File: src/hw/uhi_pkg.sv
// Overview of operation
// - Four pin modes, mode 0 after reset
// - Host mode from config trigger and polarity
// - CPU event needs enable and master enable
// - Controller status only sets summary bit
// - Gated group-2 OR, master bit 31, sets summary
// - Gated group-1 OR into latch, master bit 0
// - Master enable low freezes host pin
// - Device mode from config; global enable bit
// - Each device event sets own status bit
// - Device pin level low default; 200 ns pulse (166 ns rounded up to 4 clocks)
// - Read clears low byte; endpoint read clears endpoint
// - Bus status bit is live
// - Non-iso endpoints interrupt after acknowledge
// - Iso endpoints interrupt every transaction
// - Pseudo frame tick every 1 ms, own enable
// - Three missed frames enter suspend
// - Global enable low: record, no pin
// - Enable high with pending asserts pin
// - Enable low keeps pin until flags clear
`default_nettype none
package uhi_pkg;
  localparam int CLK_PERIOD_NS = 50;
  localparam int PULSE_NS      = 166;
  localparam int PULSE_CYC     = (PULSE_NS + CLK_PERIOD_NS - 1) / CLK_PERIOD_NS;
  localparam int FRAME_MS      = 1;
  localparam int FRAME_CYC     = FRAME_MS * 1000000 / CLK_PERIOD_NS;
  localparam int MISSED_SOF_LIMIT = 3;
  localparam int NUM_EP        = 16;

  // Port select on the two address lines
  localparam logic [1:0] PORT_HC_DATA = 2'h0;
  localparam logic [1:0] PORT_HC_CMD  = 2'h1;
  localparam logic [1:0] PORT_DC_DATA = 2'h2;
  localparam logic [1:0] PORT_DC_CMD  = 2'h3;

  // Host side indices
  localparam logic [7:0] IDX_HOST_INT_STATUS_RD = 8'h03;
  localparam logic [7:0] IDX_HOST_INT_STATUS_WR = 8'h83;
  localparam logic [7:0] IDX_HOST_INT_ENABLE_RD = 8'h04;
  localparam logic [7:0] IDX_HOST_INT_ENABLE_WR = 8'h84;
  localparam logic [7:0] IDX_HOST_HW_CONFIG_RD  = 8'h20;
  localparam logic [7:0] IDX_HOST_HW_CONFIG_WR  = 8'ha0;
  localparam logic [7:0] IDX_HOST_CPU_FLAGS_RD  = 8'h24;
  localparam logic [7:0] IDX_HOST_CPU_FLAGS_WR  = 8'ha4;
  localparam logic [7:0] IDX_HOST_CPU_EN_RD     = 8'h25;
  localparam logic [7:0] IDX_HOST_CPU_EN_WR     = 8'ha5;
  // Device side indices
  localparam logic [7:0] IDX_DEV_MODE_RD     = 8'hb9;
  localparam logic [7:0] IDX_DEV_MODE_WR     = 8'hb8;
  localparam logic [7:0] IDX_DEV_HW_CONFIG_RD = 8'hbb;
  localparam logic [7:0] IDX_DEV_HW_CONFIG_WR = 8'hba;
  localparam logic [7:0] IDX_DEV_INT_EN_RD   = 8'hc3;
  localparam logic [7:0] IDX_DEV_INT_EN_WR   = 8'hc2;
  localparam logic [7:0] IDX_DEV_INT_FLAGS_RD = 8'hc0;
  localparam logic [7:0] IDX_EP_STATUS_BASE  = 8'h50;

  // Field positions
  localparam int HOST_MASTER_EN_BIT  = 0;
  localparam int HOST_TRIGGER_BIT    = 1;
  localparam int HOST_POLARITY_BIT   = 2;
  localparam int GROUP2_MASTER_BIT   = 31;
  localparam int OP_SUMMARY_BIT      = 5;
  localparam int DEV_POLARITY_BIT    = 0;
  localparam int DEV_LEVEL_SEL_BIT   = 1;
  localparam int DEV_GLOBAL_EN_BIT   = 3;
  localparam int DEV_BUS_STATE_BIT   = 6;
  localparam int DEV_EP_LSB          = 8;
  localparam logic [7:0] DEV_CLR_ON_READ_MASK = 8'h3f;

  // Reset values
  localparam logic [15:0] HOST_HW_CONFIG_RST = 16'h0000;
  localparam logic [15:0] DEV_HW_CONFIG_RST  = 16'h0000;
  localparam logic [7:0]  DEV_MODE_RST       = 8'h00;

  typedef enum logic [1:0] {
    MODE_LEVEL_LOW  = 2'b00,
    MODE_LEVEL_HIGH = 2'b01,
    MODE_EDGE_LOW   = 2'b10,
    MODE_EDGE_HIGH  = 2'b11
  } uhi_irq_mode_e;

  typedef struct packed {
    logic        csN;
    logic        rdN;
    logic        wrN;
    logic [1:0]  addr;
    logic [15:0] data;
  } uhi_pio_s;

  localparam uhi_pio_s PIO_IDLE = '{csN: 1'b1, rdN: 1'b1, wrN: 1'b1, addr: 2'h0, data: 16'h0000};
endpackage : uhi_pkg
`default_nettype wire

File: src/hw/uhi_irq_ctrl.sv
`default_nettype none
module uhi_irq_ctrl
  import uhi_pkg::*;
#(
  parameter int FRAME_CYCLES = FRAME_CYC
) (
  // Clock and reset
  input  wire logic              clk_sys,
  input  wire logic              rst_n,
  // Processor port
  input  wire logic              pioCsN,
  input  wire logic              pioRdN,
  input  wire logic              pioWrN,
  input  wire logic [1:0]        pioAddr,
  input  wire logic [15:0]       pioDataIn,
  output logic      [15:0]       pioDataOut,
  output logic                   pioDataOe,
  // Host events
  input  wire logic [5:0]        hostGroup2Evt,
  input  wire logic [4:0]        hostGroup1Evt,
  // Device events
  input  wire logic              busResetEvt,
  input  wire logic              resumeEvt,
  input  wire logic              suspendEotEvt,
  input  wire logic              eotEvt,
  input  wire logic              sofEvt,
  input  wire logic              busSuspended,
  input  wire logic [NUM_EP-1:0] epAckEvt,
  input  wire logic [NUM_EP-1:0] epIsoEvt,
  input  wire logic [NUM_EP-1:0] epIsoSel,
  // Interrupt pins and suspend
  output logic                   hostIrqPin,
  output logic                   deviceIrqPin,
  output logic                   devSuspendReq
);
  uhi_pio_s pio;
  uhi_pio_s pioQ;

  logic [7:0]  hcIdx;
  logic        hcPhase;
  logic [7:0]  dcIdx;
  logic        dcPhase;

  logic [5:0]  hostStatus;
  logic [31:0] hostIntEn;
  logic [15:0] hostHwCfg;
  logic [15:0] hostCpuFlags;
  logic [15:0] hostCpuEn;
  logic [7:0]  devMode;
  logic [15:0] devHwCfg;
  logic [31:0] devIntEn;
  logic [5:0]  devEvFlags;
  logic [NUM_EP-1:0] epFlags;
  logic [31:0] devFlagView;

  logic        rdFall;
  logic        rdRise;
  logic        wrRise;
  logic        hcWrData;
  logic        dcWrData;
  logic        hcRdDone;
  logic        dcRdDone;
  logic [1:0]  rdPort;
  logic [15:0] rdWord;

  logic        group2Sum;
  logic        group1Or;
  logic        hostLatch;
  logic        hostPulse;
  logic        devPending;
  logic        devActive;
  logic        devPulse;
  logic        pseudoTick;
  logic [$clog2(FRAME_CYCLES)-1:0] frameCnt;
  logic [1:0]  missedSof;
  logic [NUM_EP-1:0] epEvt;

  // Strobes come from the processor clock, so settle them first
  uhi_pin_sync #(
    .WIDTH   ($bits(uhi_pio_s)),
    .RST_VAL (PIO_IDLE)
  ) uPioSync (
    .clk_sys (clk_sys),
    .rst_n   (rst_n),
    .pinIn   ({pioCsN, pioRdN, pioWrN, pioAddr, pioDataIn}),
    .settled (pio)
  );

  always_ff @(posedge clk_sys or negedge rst_n) begin
    if (!rst_n) pioQ <= PIO_IDLE;
    else pioQ <= pio;
  end

  // Act on strobe release using what was held during the strobe
  assign rdFall   = !pio.rdN && pioQ.rdN && !pio.csN;
  assign rdRise   = pio.rdN && !pioQ.rdN && pioDataOe;
  assign wrRise   = pio.wrN && !pioQ.wrN && !pioQ.csN;
  assign hcWrData = wrRise && (pioQ.addr == PORT_HC_DATA);
  assign dcWrData = wrRise && (pioQ.addr == PORT_DC_DATA);
  assign hcRdDone = rdRise && (rdPort == PORT_HC_DATA);
  assign dcRdDone = rdRise && (rdPort == PORT_DC_DATA);

  // Command phase selects the index, each data phase steps the word
  always_ff @(posedge clk_sys or negedge rst_n) begin
    if (!rst_n) begin
      hcIdx   <= 8'h00;
      hcPhase <= 1'b0;
    end else if (wrRise && pioQ.addr == PORT_HC_CMD) begin
      hcIdx   <= pioQ.data[7:0];
      hcPhase <= 1'b0;
    end else if (hcWrData || hcRdDone) begin
      hcPhase <= !hcPhase;
    end
  end

  always_ff @(posedge clk_sys or negedge rst_n) begin
    if (!rst_n) begin
      dcIdx   <= 8'h00;
      dcPhase <= 1'b0;
    end else if (wrRise && pioQ.addr == PORT_DC_CMD) begin
      dcIdx   <= pioQ.data[7:0];
      dcPhase <= 1'b0;
    end else if (dcWrData || dcRdDone) begin
      dcPhase <= !dcPhase;
    end
  end

  // Host control registers
  always_ff @(posedge clk_sys or negedge rst_n) begin
    if (!rst_n) begin
      hostHwCfg <= HOST_HW_CONFIG_RST;
      hostCpuEn <= 16'h0000;
      hostIntEn <= 32'h0000_0000;
    end else if (hcWrData) begin
      if (hcIdx == IDX_HOST_HW_CONFIG_WR) hostHwCfg <= pioQ.data;
      else if (hcIdx == IDX_HOST_CPU_EN_WR) hostCpuEn <= pioQ.data;
      else if (hcIdx == IDX_HOST_INT_ENABLE_WR && !hcPhase) hostIntEn[15:0] <= pioQ.data;
      else if (hcIdx == IDX_HOST_INT_ENABLE_WR) hostIntEn[31:16] <= pioQ.data;
    end
  end

  // Group 2 events, write one to clear, a new event wins
  always_ff @(posedge clk_sys or negedge rst_n) begin
    if (!rst_n) hostStatus <= 6'h00;
    else if (hcWrData && hcIdx == IDX_HOST_INT_STATUS_WR && !hcPhase)
      hostStatus <= (hostStatus & ~pioQ.data[5:0]) | hostGroup2Evt;
    else hostStatus <= hostStatus | hostGroup2Evt;
  end

  assign group2Sum = (|(hostStatus & hostIntEn[5:0])) & hostIntEn[GROUP2_MASTER_BIT];

  // Group 2 reaches the pin only through the summary flag
  always_ff @(posedge clk_sys or negedge rst_n) begin
    if (!rst_n) hostCpuFlags <= 16'h0000;
    else if (hcWrData && hcIdx == IDX_HOST_CPU_FLAGS_WR)
      hostCpuFlags <= (hostCpuFlags & ~pioQ.data) | {10'h000, group2Sum, hostGroup1Evt};
    else hostCpuFlags <= hostCpuFlags | {10'h000, group2Sum, hostGroup1Evt};
  end

  assign group1Or = |(hostCpuFlags & hostCpuEn);

  // Software may rely on a frozen pin while it reprograms
  always_ff @(posedge clk_sys or negedge rst_n) begin
    if (!rst_n) hostLatch <= 1'b0;
    else if (hostHwCfg[HOST_MASTER_EN_BIT]) hostLatch <= group1Or;
  end

  uhi_pulse_gen #(
    .WIDTH_CYC (PULSE_CYC)
  ) uHostPulse (
    .clk_sys (clk_sys),
    .rst_n   (rst_n),
    .level   (hostLatch),
    .pulse   (hostPulse)
  );

  // Device control registers
  always_ff @(posedge clk_sys or negedge rst_n) begin
    if (!rst_n) begin
      devMode  <= DEV_MODE_RST;
      devHwCfg <= DEV_HW_CONFIG_RST;
      devIntEn <= 32'h0000_0000;
    end else if (dcWrData) begin
      if (dcIdx == IDX_DEV_MODE_WR) devMode <= pioQ.data[7:0];
      else if (dcIdx == IDX_DEV_HW_CONFIG_WR) devHwCfg <= pioQ.data;
      else if (dcIdx == IDX_DEV_INT_EN_WR && !dcPhase) devIntEn[15:0] <= pioQ.data;
      else if (dcIdx == IDX_DEV_INT_EN_WR) devIntEn[31:16] <= pioQ.data;
    end
  end

  // Bus events; reading the low word clears them, a same-cycle event survives
  always_ff @(posedge clk_sys or negedge rst_n) begin
    if (!rst_n) devEvFlags <= 6'h00;
    else if (dcRdDone && dcIdx == IDX_DEV_INT_FLAGS_RD && !dcPhase)
      devEvFlags <= (devEvFlags & ~DEV_CLR_ON_READ_MASK[5:0]) |
                    {pseudoTick, sofEvt, eotEvt, suspendEotEvt, resumeEvt, busResetEvt};
    else
      devEvFlags <= devEvFlags |
                    {pseudoTick, sofEvt, eotEvt, suspendEotEvt, resumeEvt, busResetEvt};
  end

  // Endpoint flags, each cleared by reading its own status register
  for (genvar ep = 0; ep < NUM_EP; ep++) begin : gEp
    assign epEvt[ep] = epIsoSel[ep] ? epIsoEvt[ep] : epAckEvt[ep];
    always_ff @(posedge clk_sys or negedge rst_n) begin
      if (!rst_n) epFlags[ep] <= 1'b0;
      else if (dcRdDone && dcIdx == IDX_EP_STATUS_BASE + 8'(ep))
        epFlags[ep] <= epEvt[ep];
      else epFlags[ep] <= epFlags[ep] | epEvt[ep];
    end
  end

  // Bus state bit is not stored, reads see the line as it is
  assign devFlagView = {8'h00, epFlags, 1'b0, busSuspended, devEvFlags};

  // Frame watchdog restarted by every frame start
  always_ff @(posedge clk_sys or negedge rst_n) begin
    if (!rst_n) begin
      frameCnt   <= '0;
      pseudoTick <= 1'b0;
      missedSof  <= 2'h0;
    end else if (sofEvt) begin
      frameCnt   <= '0;
      pseudoTick <= 1'b0;
      missedSof  <= 2'h0;
    end else if (frameCnt == ($clog2(FRAME_CYCLES))'(FRAME_CYCLES - 1)) begin
      frameCnt   <= '0;
      pseudoTick <= 1'b1;
      if (missedSof != 2'(MISSED_SOF_LIMIT)) missedSof <= missedSof + 2'h1;
    end else begin
      frameCnt   <= frameCnt + 1'b1;
      pseudoTick <= 1'b0;
    end
  end

  always_ff @(posedge clk_sys or negedge rst_n) begin
    if (!rst_n) devSuspendReq <= 1'b0;
    else devSuspendReq <= (missedSof == 2'(MISSED_SOF_LIMIT));
  end

  // Pseudo tick sits at bit 5 and is gated by its own enable
  assign devPending = |(devFlagView & devIntEn);

  // Asserts only while enabled, releases only when flags clear
  always_ff @(posedge clk_sys or negedge rst_n) begin
    if (!rst_n) devActive <= 1'b0;
    else if (!devPending) devActive <= 1'b0;
    else if (devMode[DEV_GLOBAL_EN_BIT]) devActive <= 1'b1;
  end

  uhi_pulse_gen #(
    .WIDTH_CYC (PULSE_CYC)
  ) uDevPulse (
    .clk_sys (clk_sys),
    .rst_n   (rst_n),
    .level   (devActive),
    .pulse   (devPulse)
  );

  // Pin drive per mode; idle level is the inverse of polarity
  always_ff @(posedge clk_sys or negedge rst_n) begin
    if (!rst_n) hostIrqPin <= 1'b1;
    else begin
      case (uhi_irq_mode_e'({hostHwCfg[HOST_TRIGGER_BIT], hostHwCfg[HOST_POLARITY_BIT]}))
        MODE_LEVEL_LOW:  hostIrqPin <= !hostLatch;
        MODE_LEVEL_HIGH: hostIrqPin <= hostLatch;
        MODE_EDGE_LOW:   hostIrqPin <= !hostPulse;
        default:         hostIrqPin <= hostPulse;
      endcase
    end
  end

  always_ff @(posedge clk_sys or negedge rst_n) begin
    if (!rst_n) deviceIrqPin <= 1'b1;
    else begin
      case (uhi_irq_mode_e'({devHwCfg[DEV_LEVEL_SEL_BIT], devHwCfg[DEV_POLARITY_BIT]}))
        MODE_LEVEL_LOW:  deviceIrqPin <= !devActive;
        MODE_LEVEL_HIGH: deviceIrqPin <= devActive;
        MODE_EDGE_LOW:   deviceIrqPin <= !devPulse;
        default:         deviceIrqPin <= devPulse;
      endcase
    end
  end

  // Read data selection
  always_comb begin
    rdWord = 16'h0000;
    if (pio.addr == PORT_HC_DATA) begin
      if (hcIdx == IDX_HOST_INT_STATUS_RD && !hcPhase) rdWord = {10'h000, hostStatus};
      else if (hcIdx == IDX_HOST_INT_ENABLE_RD && !hcPhase) rdWord = hostIntEn[15:0];
      else if (hcIdx == IDX_HOST_INT_ENABLE_RD) rdWord = hostIntEn[31:16];
      else if (hcIdx == IDX_HOST_HW_CONFIG_RD) rdWord = hostHwCfg;
      else if (hcIdx == IDX_HOST_CPU_FLAGS_RD) rdWord = hostCpuFlags;
      else if (hcIdx == IDX_HOST_CPU_EN_RD) rdWord = hostCpuEn;
    end else if (pio.addr == PORT_DC_DATA) begin
      if (dcIdx == IDX_DEV_MODE_RD) rdWord = {8'h00, devMode};
      else if (dcIdx == IDX_DEV_HW_CONFIG_RD) rdWord = devHwCfg;
      else if (dcIdx == IDX_DEV_INT_EN_RD && !dcPhase) rdWord = devIntEn[15:0];
      else if (dcIdx == IDX_DEV_INT_EN_RD) rdWord = devIntEn[31:16];
      else if (dcIdx == IDX_DEV_INT_FLAGS_RD && !dcPhase) rdWord = devFlagView[15:0];
      else if (dcIdx == IDX_DEV_INT_FLAGS_RD) rdWord = devFlagView[31:16];
      else if (dcIdx[7:4] == IDX_EP_STATUS_BASE[7:4]) rdWord = {15'h0000, epFlags[dcIdx[3:0]]};
    end
  end

  // Word is frozen at the strobe start so a clear cannot tear it
  always_ff @(posedge clk_sys or negedge rst_n) begin
    if (!rst_n) begin
      pioDataOut <= 16'h0000;
      pioDataOe  <= 1'b0;
      rdPort     <= 2'h0;
    end else if (rdFall && !pio.addr[0]) begin
      pioDataOut <= rdWord;
      pioDataOe  <= 1'b1;
      rdPort     <= pio.addr;
    end else if (pio.rdN || pio.csN) begin
      pioDataOe  <= 1'b0;
    end
  end
endmodule : uhi_irq_ctrl
`default_nettype wire

File: src/hw/uhi_pin_sync.sv
`default_nettype none
module uhi_pin_sync
  import uhi_pkg::*;
#(
  parameter int              WIDTH   = 1,
  parameter logic [WIDTH-1:0] RST_VAL = '0
) (
  // Clock and reset
  input  wire logic             clk_sys,
  input  wire logic             rst_n,
  // Pins and settled copy
  input  wire logic [WIDTH-1:0] pinIn,
  output logic      [WIDTH-1:0] settled
);
  logic [WIDTH-1:0] stage1;
  logic [WIDTH-1:0] stage2;
  logic [WIDTH-1:0] stage3;

  always_ff @(posedge clk_sys or negedge rst_n) begin
    if (!rst_n) begin
      stage1 <= RST_VAL;
      stage2 <= RST_VAL;
      stage3 <= RST_VAL;
    end else begin
      stage1 <= pinIn;
      stage2 <= stage1;
      stage3 <= stage2;
    end
  end

  // Only accept once two later stages agree
  always_ff @(posedge clk_sys or negedge rst_n) begin
    if (!rst_n) settled <= RST_VAL;
    else if (stage2 == stage3) settled <= stage3;
  end
endmodule : uhi_pin_sync
`default_nettype wire

File: src/hw/uhi_pulse_gen.sv
`default_nettype none
module uhi_pulse_gen
  import uhi_pkg::*;
#(
  parameter int WIDTH_CYC = PULSE_CYC
) (
  // Clock and reset
  input  wire logic clk_sys,
  input  wire logic rst_n,
  // Level in, fixed pulse out
  input  wire logic level,
  output logic      pulse
);
  logic                         levelQ;
  logic [$clog2(WIDTH_CYC+1)-1:0] remain;

  always_ff @(posedge clk_sys or negedge rst_n) begin
    if (!rst_n) levelQ <= 1'b0;
    else levelQ <= level;
  end

  // A new rising edge during a pulse restarts it
  always_ff @(posedge clk_sys or negedge rst_n) begin
    if (!rst_n) begin
      remain <= '0;
      pulse  <= 1'b0;
    end else if (level && !levelQ) begin
      remain <= ($clog2(WIDTH_CYC+1))'(WIDTH_CYC - 1);
      pulse  <= 1'b1;
    end else if (remain != '0) begin
      remain <= remain - 1'b1;
    end else begin
      pulse  <= 1'b0;
    end
  end
endmodule : uhi_pulse_gen
`default_nettype wire

File: config.mk
export PLATFORM = sky130hd
export DESIGN_NAME = uhi_irq_ctrl
export DESIGN_NICKNAME = d
export VERILOG_FILES = /design/src/hw/uhi_pkg.sv /design/src/hw/uhi_irq_ctrl.sv /design/src/hw/uhi_pin_sync.sv /design/src/hw/uhi_pulse_gen.sv
export SDC_FILE = /design/constraint.sdc
export NUM_CORES = 1
export LEC_CHECK = 0
export BUFFER_PORTS_ARGS = -buffer_cell sky130_fd_sc_hd__buf_2
export CELL_PAD_IN_SITES_DETAIL_PLACEMENT = 0
export CELL_PAD_IN_SITES_GLOBAL_PLACEMENT = 2
export CORE_ASPECT_RATIO = 0.9
export CORE_MARGIN = 4
export CORE_UTILIZATION = 38
export CTS_CLUSTER_SIZE = 8
export DETAILED_ROUTE_END_ITERATION = 10
export PLACE_DENSITY_LB_ADDON = 0.1
export SLEW_MARGIN = 30
export SYNTH_ARGS = -nofsm -noshare
export SYNTH_HDL_FRONTEND = slang
export SYNTH_HIERARCHICAL = 1
export SYNTH_SLANG_ARGS = --single-unit
File: constraint.sdc
create_clock -name clk_sys -period 2 [get_ports clk_sys]
set_input_delay 0.3 -clock clk_sys [delete_from_list [all_inputs] [get_ports clk_sys]]
set_output_delay 0.3 -clock clk_sys [all_outputs]
set_load 0.05 [all_outputs]
# Yosys cells after proc, flatten, opt, wreduce, memory -nomap -nowiden
# Cells that the tools add are included.
# word_totals
ff_bits,339
in_bits,88
# classes
eq_ne,50
bitwise_logic,35
mux,77
magnitude_cmp,1
reduce_logical,85
addsub,4
# op_table
operator,count
two-way mux 16 bit,14
== test 8 x 7 -> 1 bit (second input constant),16
== test 8 bit (second input constant),12
two-way mux 1 bit,48
logical AND 1 bit,42
AND 16 bit,2
AND 24 x 32 -> 32 bit,1
OR 16 x 6 -> 16 bit,2
OR reduction 32 bit,1
two-way mux 15 bit,2
== test 8 x 6 -> 1 bit (second input constant),3
== test 21 bit,1
OR 6 bit,3
NOT 16 bit,1
OR 1 bit,16
OR reduction 16 bit,1
adder 15 x 1 -> 15 bit (second input constant),1
== test 15 bit (second input constant),1
== test 2 bit (second input constant),7
logical NOT 1 bit,14
nonzero test 2 bit,7
AND 6 bit,2
two-way mux 3 bit,4
two-way mux 6 bit,2
24 further kinds,49

# Longest topological paths before layout
# Gate-level depths: netlist of the first run.
# logic_depth
depth_word,11
mapped_depth,8

# Hierarchy
# The synthesis of the first run kept the hierarchy.
# modules_own_cells
module,cells_per_inst,seq_area_each_um2,area_each_um2,instances
uhi_irq_ctrl,963,6137.1,11504.8,1
uhi_pin_sync,135,2117.0,2696.3,1
uhi_pulse_gen,20,125.1,217.7,2

# Worst setup path after synthesis of the first run
# OpenSTA, ideal clock, no wires.
# synth_path
path_type,flip-flop to flip-flop
from,register uPioSync.settled[18]
to,register hostIntEn[0]
t_required_ns,1.872
path_slack_ns,-0.105
path_stages_with_launch,6
t_arrival_ns,1.978
setup_time_ns,0.128
cell_sequence,dfstp_2 -> nor4b_4 -> nand3_2 -> nor4_4 -> buf_6 -> mux2_1
# synth_via
elab_chain_cells,4
# synth_lines
element,line_no,source
from (decl),uhi_pin_sync.sv:13,output logic [WIDTH-1:0] settled
from (signal assigned),uhi_pin_sync.sv:34,else if (stage2 == stage3) settled <= stage3;
logical AND 1 bit (2 in a row),uhi_irq_ctrl.sv:97,assign wrRise = pio.wrN && !pioQ.wrN && !pioQ.csN;
logical AND 1 bit,uhi_irq_ctrl.sv:98,assign hcWrData = wrRise && (pioQ.addr == PORT_HC_DATA);
AND reduction 4 bit (no line),n/a,
to (signal assigned),uhi_irq_ctrl.sv:137,else if (hcIdx == IDX_HOST_INT_ENABLE_WR && !hcPhase) hostIntEn[15:0] <= pioQ.data;
to (decl),uhi_irq_ctrl.sv:45,logic [31:0] hostIntEn;
# No other way between the ends.
# A chain may end at the register's enable or synchronous reset.

# Worst setup path in the final report of the first run
# layout_path
from,register uPioSync.settled[18]
to,register hostHwCfg[13]
# layout_via
elab_chain_cells,4
# layout_lines
element,line_no,source
logical AND 1 bit (2 in a row),uhi_irq_ctrl.sv:97,
logical AND 1 bit,uhi_irq_ctrl.sv:98,
AND reduction 2 bit (no line),n/a,
to (signal assigned),uhi_irq_ctrl.sv:135,if (hcIdx == IDX_HOST_HW_CONFIG_WR) hostHwCfg <= pioQ.data;
to (decl),uhi_irq_ctrl.sv:46,logic [15:0] hostHwCfg;
# No other way between the ends.

==> results.md, run 1 <==
* Setup crit end kind: flip-flop
* Total iterations of the first detailed-routing run at 4
* Switch share at 21.6%
* Final Skew at 0.0228 ns
* Clk slew on worst S/H paths at 0.05 ns
* Final min period at 1.99 ns
* Number of synthesized flops with an enable pin at 0
* Cell Pwr Density at 798 mW/mm^2
* Asr flop ratio synth at 100%
* # diodes at 0
* Clock share of power at 50.4%
* Final period util at 99.7%
* Hold_ws at 0.0822 ns
* Starting Density at 38.9%
* Synth warnings at 6
* Cell mode on critical path: buf_4
* Seq cells post-synth at 339
* P&R area growth vs syn at 28.7%
* ANT nets after route at 0
* Mean Syn Cell Area at 12.9 sq um
* Area after DPL at 0.0164 sq mm
* Slew @ Worst Pin at 0.743 ns
* Post-Place Worst Slack at -0.0837 ns
* CTS sink cnt at 339
* Final Hold Fails at 0
* Chip width at 215 microns
* CTS Buffer Depth at 3
* IO Count at 108
* Die height at 194 microns
* Top_reg_cell synth: dfrtp_1
* Synthesized cell area at 0.0146 sq mm
* P_sw at 3.25 mW
* Nets at 1500
* Status: complete, no violations
* Post-synth top area share at 55.1%
* Final instance area at 0.0188 sq mm
* CTS root buf: clkbuf_16
* Cell Rows at 67
* Filler Cells Inserted at 3356
* Crit start category: flip-flop
* Number of port buffers at 107
* Gpl congestion at 0.813
* Crit path max-delay cell type: dfstp_2
* Via density at 5.30
* # H-tree levels at 2
* Post-synthesis cell type count at 73
* Crit path largest cell delay at 0.53 ns
* FF-to-FF path depth at 7
* Leakage at 8.42 nW
* WP data required at 2.43 ns
* Vias in the first global route at 10.5k
* Finished Core Util at 50.0%
* All-layer global routing usage at 19.7%
* Syn_nets at 1232
* Final setup margin at 0.00611 ns
* Crit path kind: reg2reg
* Clock Latency Late Sink at 0.57 ns
* Maximum operating frequency at 502 MHz
* Pint at 11.8 mW
* Worst hold stages at 3
* Setup TNS at 0 ns
* Slew margin rel. at 50.4%
* CP Max Fanout at 6
* Final WL at 41.6 mm
* Synth top area cells: dfrtp_1 55%, mux2_2 9.8%, mux2i_1 3.2%, dfstp_2 3.1%, o21ai_0 2.4%
* Remaining global-route overflow at 0
* # setup viols final at 0
* DR DRC count at 0
* Gate power share at 3.0%
* DR WL/cell at 21.7 microns
* Hold Crit Class: in2reg
* CP Data Arrival Time at 2.42 ns
* Max IR drop VDD at 0.650 mV
* Post-DP HPWL at 29.4 mm
* Mapped Cells at 1138
* Synth area leader: dfrtp_1
* Worst path cell trace: nor4b_4 -> buf_4 -> nand4_4 -> nor4_4 -> buf_4 -> clkbuf_16 -> mux2_4
* Fraction of layout cells with a size suffix above 1 at 33.2%
* Seq/Total Area, Yosys at 58.1%
* RSZ-0062 raised after global routing: yes
* Slew Limit Fails at 0
* CTS Buf Count at 48
* Vias at 10.2k
* Largest net degree at the start of global routing at 72
* Antenna violations before repair at 0
* Starting DRT DRC Count at 607
* First-pass GRT wire length at 64.1 mm
* Register share of total power at 46.5%
* Max cap viols at 0
* DIE AREA at 0.0417 sq mm
* CORE AREA at 0.0376 sq mm
* CTS tree: yes
==> worst max-delay path: cells and delay by family, from the launching register on <==
kind	cells	cell delay [ns]
and+or+nand+nor	3	0.52
buffers and inverters	3	0.52
DFF	1	0.53
muxes	1	0.29
==> registers in the layout, summed over array words and instances (netlist names), 3 cells and up <==
register,cells
pioDataOut,16
frameCnt,15
hcIdx,8
devFlagView,16
hostCpuEn,16
hostStatus,6
uPioSync/settled,21
hostIntEn,32
hostHwCfg,16
uDevPulse/remain,3
devIntEn,32
uPioSync/stage3,21
dcIdx,8
uPioSync/stage2,21
hostCpuFlags,16
uPioSync/stage1,21
devMode,8
devHwCfg,16
devEvFlags,6
pioQ,21
uHostPulse/remain,3
==> repair_timing <==
item                                   CTS  global route
endpoints found under the hold margin  286             0
buffers inserted                         1             7
resized for setup                        8            37
setup endpoints to repair               81           146
cloned                                   0             2
hold buffers                            70             0
pin swaps                                2             9
==> layout make-up <==
| class | count | area, sq um | share of cell area [%] |
|---|---|---|---|
| flip-flops and latches | 339 | 8510 | 45.2 |
| multi-input cells | 728 | 6060 | 32.2 |
| repair buffers | 273 | 2190 | 11.6 |
| clock buffers | 78 | 1310 | 6.97 |
| well taps | 483 | 604 | 3.21 |
| clock inverters | 4 | 98.8 | 0.525 |
| inverters | 16 | 60.1 | 0.319 |
==> power groups by stage <==
| stage | logic, mW | registers [mW] | clock network [mW] |
|---|---|---|---|
| 2_1_floorplan | 0.0752 | 7.10 | 0 |
| 6_report | 0.457 | 6.99 | 7.58 |
| 5_1_grt | 0.520 | 7.00 | 8.15 |
| 3_5_place_dp | 0.356 | 7.11 | 0 |
| 3_3_place_gp | 0.351 | 7.10 | 0 |
| 4_1_cts | 0.471 | 6.99 | 7.84 |
==> cells in the mapped netlist, drive strengths merged (13+ instances only) <==
cell type	instances
a21o	19
a21oi	29
a22oi	36
buf	24
clkbuf	31
dfrtp	322
dfstp	17
inv	16
mux2	175
mux2i	47
nand2	66
nand2b	13
nand3	24
nor2	36
nor2b	15
nor3	23
o21ai	69
xnor2	24
xor2	13
==> layout by cell type, fill, tap and decap left out, types with 7 or more instances in the layout <==
cell	netlist	layout
dfrtp_1	322	321
buf_2	13	107
mux2_2	127	104
dlygate4sd3_1	0	70
buf_4	4	70
o21ai_0	69	68
nand2_1	64	64
mux2_4	20	64
clkbuf_16	0	49
mux2i_1	47	47
nor2_1	35	35
a22oi_1	36	35
clkbuf_1	31	30
a21oi_1	29	29
xnor2_1	24	23
nand3_1	23	22
nor3_1	19	19
a21o_1	19	19
dfstp_2	17	17
inv_1	16	16
nor2b_1	15	15
buf_12	0	14
xor2_1	13	13
nand2b_1	13	11
a21boi_0	10	10
buf_6	4	10
nand4_1	9	9
a32oi_1	9	9
a221oi_1	8	8
mux2_1	28	7
o22ai_1	7	7
==> through the flow <==
stage	std cells	power (mW)
global route	1921	15.7
global placement	1759	7.45
floorplan	1138	7.17
detailed placement	1759	7.46
finish	1921	15.0
CTS	1912	15.3
==> worst paths after layout <==
path | startpoint | end | slack [ns]
max | uPioSync/settled[18] | hostHwCfg[13] | 0.006
min | epAckEvt[7] | devFlagView[15] | 0.08
max reg2reg | uPioSync/settled[18] | hostHwCfg[13] | 0.006
min reg2reg | uPioSync/stage1[11] | uPioSync/stage2[11] | 0.34
max in group asynchronous | rst_n | uPioSync/stage2[20] | 1.02
min in group asynchronous | rst_n | devFlagView[18] | 0.20
==> per-layer routing <==
metal / part of all wire [%] / wire length [microns] / GRT usage (%) / up-vias
met2: 44 / 18300 / 29.0 / 206
met5: 0 / 0 / 0 / -
li1: - / - / - / 4706
met3: 4.2 / 1740 / 3.13 / 62
met4: 1.8 / 738 / 4.23 / 0
met1: 50 / 20900 / 30.7 / 5199
==> logic make-up after synthesis <==
group,after synthesis,synth area share (%)
flip-flops,339,58.1
AO/OA/AOI/OAI,231,10.4
AND/OR/NAND/NOR,231,9.14
multiplexers,223,17.3
buffers and inverters,71,2.24
XOR/XNOR,37,2.21
adder cells (fa/ha/maj),6,0.513
No activity file was read; power rests on OpenSTA's default activity.
==> run 2, diff against run 1 <==
--- a/config.mk
+++ b/config.mk
@@ -8,10 +8,9 @@
 export BUFFER_PORTS_ARGS = -buffer_cell sky130_fd_sc_hd__buf_2
 export CELL_PAD_IN_SITES_DETAIL_PLACEMENT = 0
 export CELL_PAD_IN_SITES_GLOBAL_PLACEMENT = 2
-export CORE_ASPECT_RATIO = 0.9
+export CORE_ASPECT_RATIO = 0.75
 export CORE_MARGIN = 4
 export CORE_UTILIZATION = 38
-export CTS_CLUSTER_SIZE = 8
 export DETAILED_ROUTE_END_ITERATION = 10
 export PLACE_DENSITY_LB_ADDON = 0.1
 export SLEW_MARGIN = 30
==> run 2 against run 1 <==
Effect of this change: core utilization shrank 0.68 points; maximum frequency is 0.89% lower; combinational power decreased by 4.4%; routed wire length down 0.83%; non-clock buffer count fell by 16; the flow now finishes with violations (setup timing); clock power is 12% lower; sequential power about the same.
==> results.md, run 2 (synthesized netlist as in run 1, its figures left out) <==
* Status: finished with violations
* Violated checks: setup timing
* Post-DP HPWL at 29.2 mm
* Die height at 178 microns
* Top delay family on crit path: simple AND/OR/NAND/NOR gates
* P&R area growth vs syn at 26.7%
* Number of port buffers at 107
* Hold_sp: epIsoEvt[2]
* DIE AREA at 0.0418 sq mm
* Commonest non-fill, non-tap cell in the layout: dfrtp_1
* Starting Density at 39.0%
* Vias in the first global route at 10.2k
* IO Count at 108
* Tot Pwr at 14.1 mW
* Crit start category: flip-flop
* # diodes at 0
* DR WL/cell at 21.6 microns
* R2r startpoint: uPioSync/settled[18]
* Most frequent cells in the layout: 322 x dfrtp_1, 106 x buf_2, 103 x mux2_2
* # setup viols final at 8
* Worst R2R Setup Slack at -0.01 ns
* Leakage at 8.27 nW
* Total iterations of the first detailed-routing run at 4
* Final WL at 41.3 mm
* CTS Buffer Depth at 3
* Max cap viols at 0
* CORE AREA at 0.0376 sq mm
* # H-tree levels at 2
* Max IR drop VDD at 0.628 mV
* Via density at 5.27
* Crit path from: uPioSync/settled[18]
* Cell mode on critical path: buf_4
* CP Max Fanout at 8
* Final min period at 2.01 ns
* Setup crit end kind: flip-flop
* CP Data Arrival Time at 2.42 ns
* WP data required at 2.41 ns
* Crit path max-delay cell type: dfstp_2
* First-pass GRT wire length at 64.7 mm
* WP buf/inv at 3
* Final setup margin at -0.0119 ns
* Hold Crit Class: in2reg
* Post-Place Worst Slack at -0.0662 ns
* Slew margin rel. at 43.8%
* All-layer global routing usage at 20.0%
* Final Skew at 0.0121 ns
* Largest net degree at the start of global routing at 83
* Nets at 1472
* Worst path cell trace: nor4b_4 -> buf_4 -> nand4_4 -> nor3b_4 -> buf_4 -> buf_12 -> mux2_4
* Clk slew on worst S/H paths at 0.06 ns
* Starting DRT DRC Count at 711
* ANT nets after route at 0
* Slew @ Worst Pin at 0.843 ns
* CTS sink cnt at 339
* Crit path kind: reg2reg
* Crit path largest cell delay at 0.54 ns
* Regs by FF count: devIntEn x32, hostIntEn x32
* Antenna violations before repair at 0
* Maximum operating frequency at 497 MHz
* Chip width at 235 microns
* Cell Rows at 61
* Clock Latency Late Sink at 0.53 ns
* Gpl congestion at 0.880
* Fraction of layout cells with a size suffix above 1 at 34.3%
* Cell Pwr Density at 761 mW/mm^2
* Final period util at 101%
* RSZ-0062 raised after global routing: yes
* DR DRC count at 0
* CTS Buf Count at 36
* CTS tree: yes
* Vias at 10.1k
* Final Hold Fails at 0
* Remaining global-route overflow at 0
* CTS root buf: clkbuf_16
* Slew Limit Fails at 0
[run 2: changes by cell type in the layout (fill, tap and decap cells not counted), moves of 3 or more]
| cell | before | now |
|---|---|---|
| mux2_4 | 64 | 72 |
| clkbuf_16 | 49 | 37 |
| dlygate4sd3_1 | 70 | 60 |
| clkinv_2 | 0 | 7 |
| clkbuf_1 | 30 | 11 |
| mux2_1 | 7 | 0 |
| buf_4 | 70 | 63 |
| buf_8 | 1 | 4 |
| clkbuf_8 | 0 | 7 |
[run 2: path summary, 6_finish.rpt]
| kind | depth (start not counted) | to |
|---|---|---|
| max in group asynchronous | 3 | uPioSync/stage2[20] |
| worst max register to register | 7 | hostCpuEn[3] |
| min in group asynchronous | 2 | devFlagView[11] |
| worst min register to register | 0 | uPioSync/stage2[8] |
| worst max-delay path | 7 | hostCpuEn[3] |
| worst min-delay path | 3 | devFlagView[10] |
[run 2: layout make-up]
| class | instances | area, sq um |
|---|---|---|
| clock buffers | 55 | 1060 |
| flip-flops and latches | 339 | 8500 |
| clock inverters | 11 | 113 |
| inverters | 16 | 60.1 |
| multi-input cells | 728 | 6110 |
| fillers | 3370 | 19000 |
| well taps | 504 | 631 |
| repair buffers | 257 | 2060 |
[run 2: repair_timing]
action | 4_1_cts | 5_1_grt
resized for setup | 39 | 22
pin swaps | 4 | 4
endpoints found under the hold margin | 112 | 0
setup endpoints to repair | 73 | 115
cloned | 2 | 0
hold buffers | 60 | 0
setup buffers | 7 | 3
[run 2: metrics by stage]
stage          TNS, ns  util (%)  instance area, sq um  cells  hold slack [ns]
6_report       -0.0503      49.4                 18500   1910           0.0211
5_1_grt         -0.876      49.4                 18500   1910           0.0238
4_1_cts         -0.854      49.2                 18500   1909         0.000804
3_5_place_dp     -1.26      43.8                 16400   1774            0.196
3_3_place_gp    -0.276      43.8                 16400   1774            0.196
2_1_floorplan    -2.94         -                 14800   1138          0.00441
[run 2: tightest hold or removal path: stages]
cell and delay (ns):
buf_2 0.07, mux2i_1 0.07, nand2_1 0.06
[run 2: report_power, final]
part           internal (mW)  switching, mW  total, mW
combinational          0.215          0.221      0.437
clock                   3.94           2.75       6.70
sequential              6.94         0.0426       6.98
total                   11.1           3.02       14.1
[run 2: routing by layer]
metal | GRT usage [%] | wire length (microns) | vias up
li1 | - | - | 4645
met1 | 32.6 | 21700 | 5152
met2 | 28.2 | 17100 | 218
met3 | 2.83 | 1870 | 47
met4 | 3.96 | 634 | 0
met5 | 0 | 0 | -
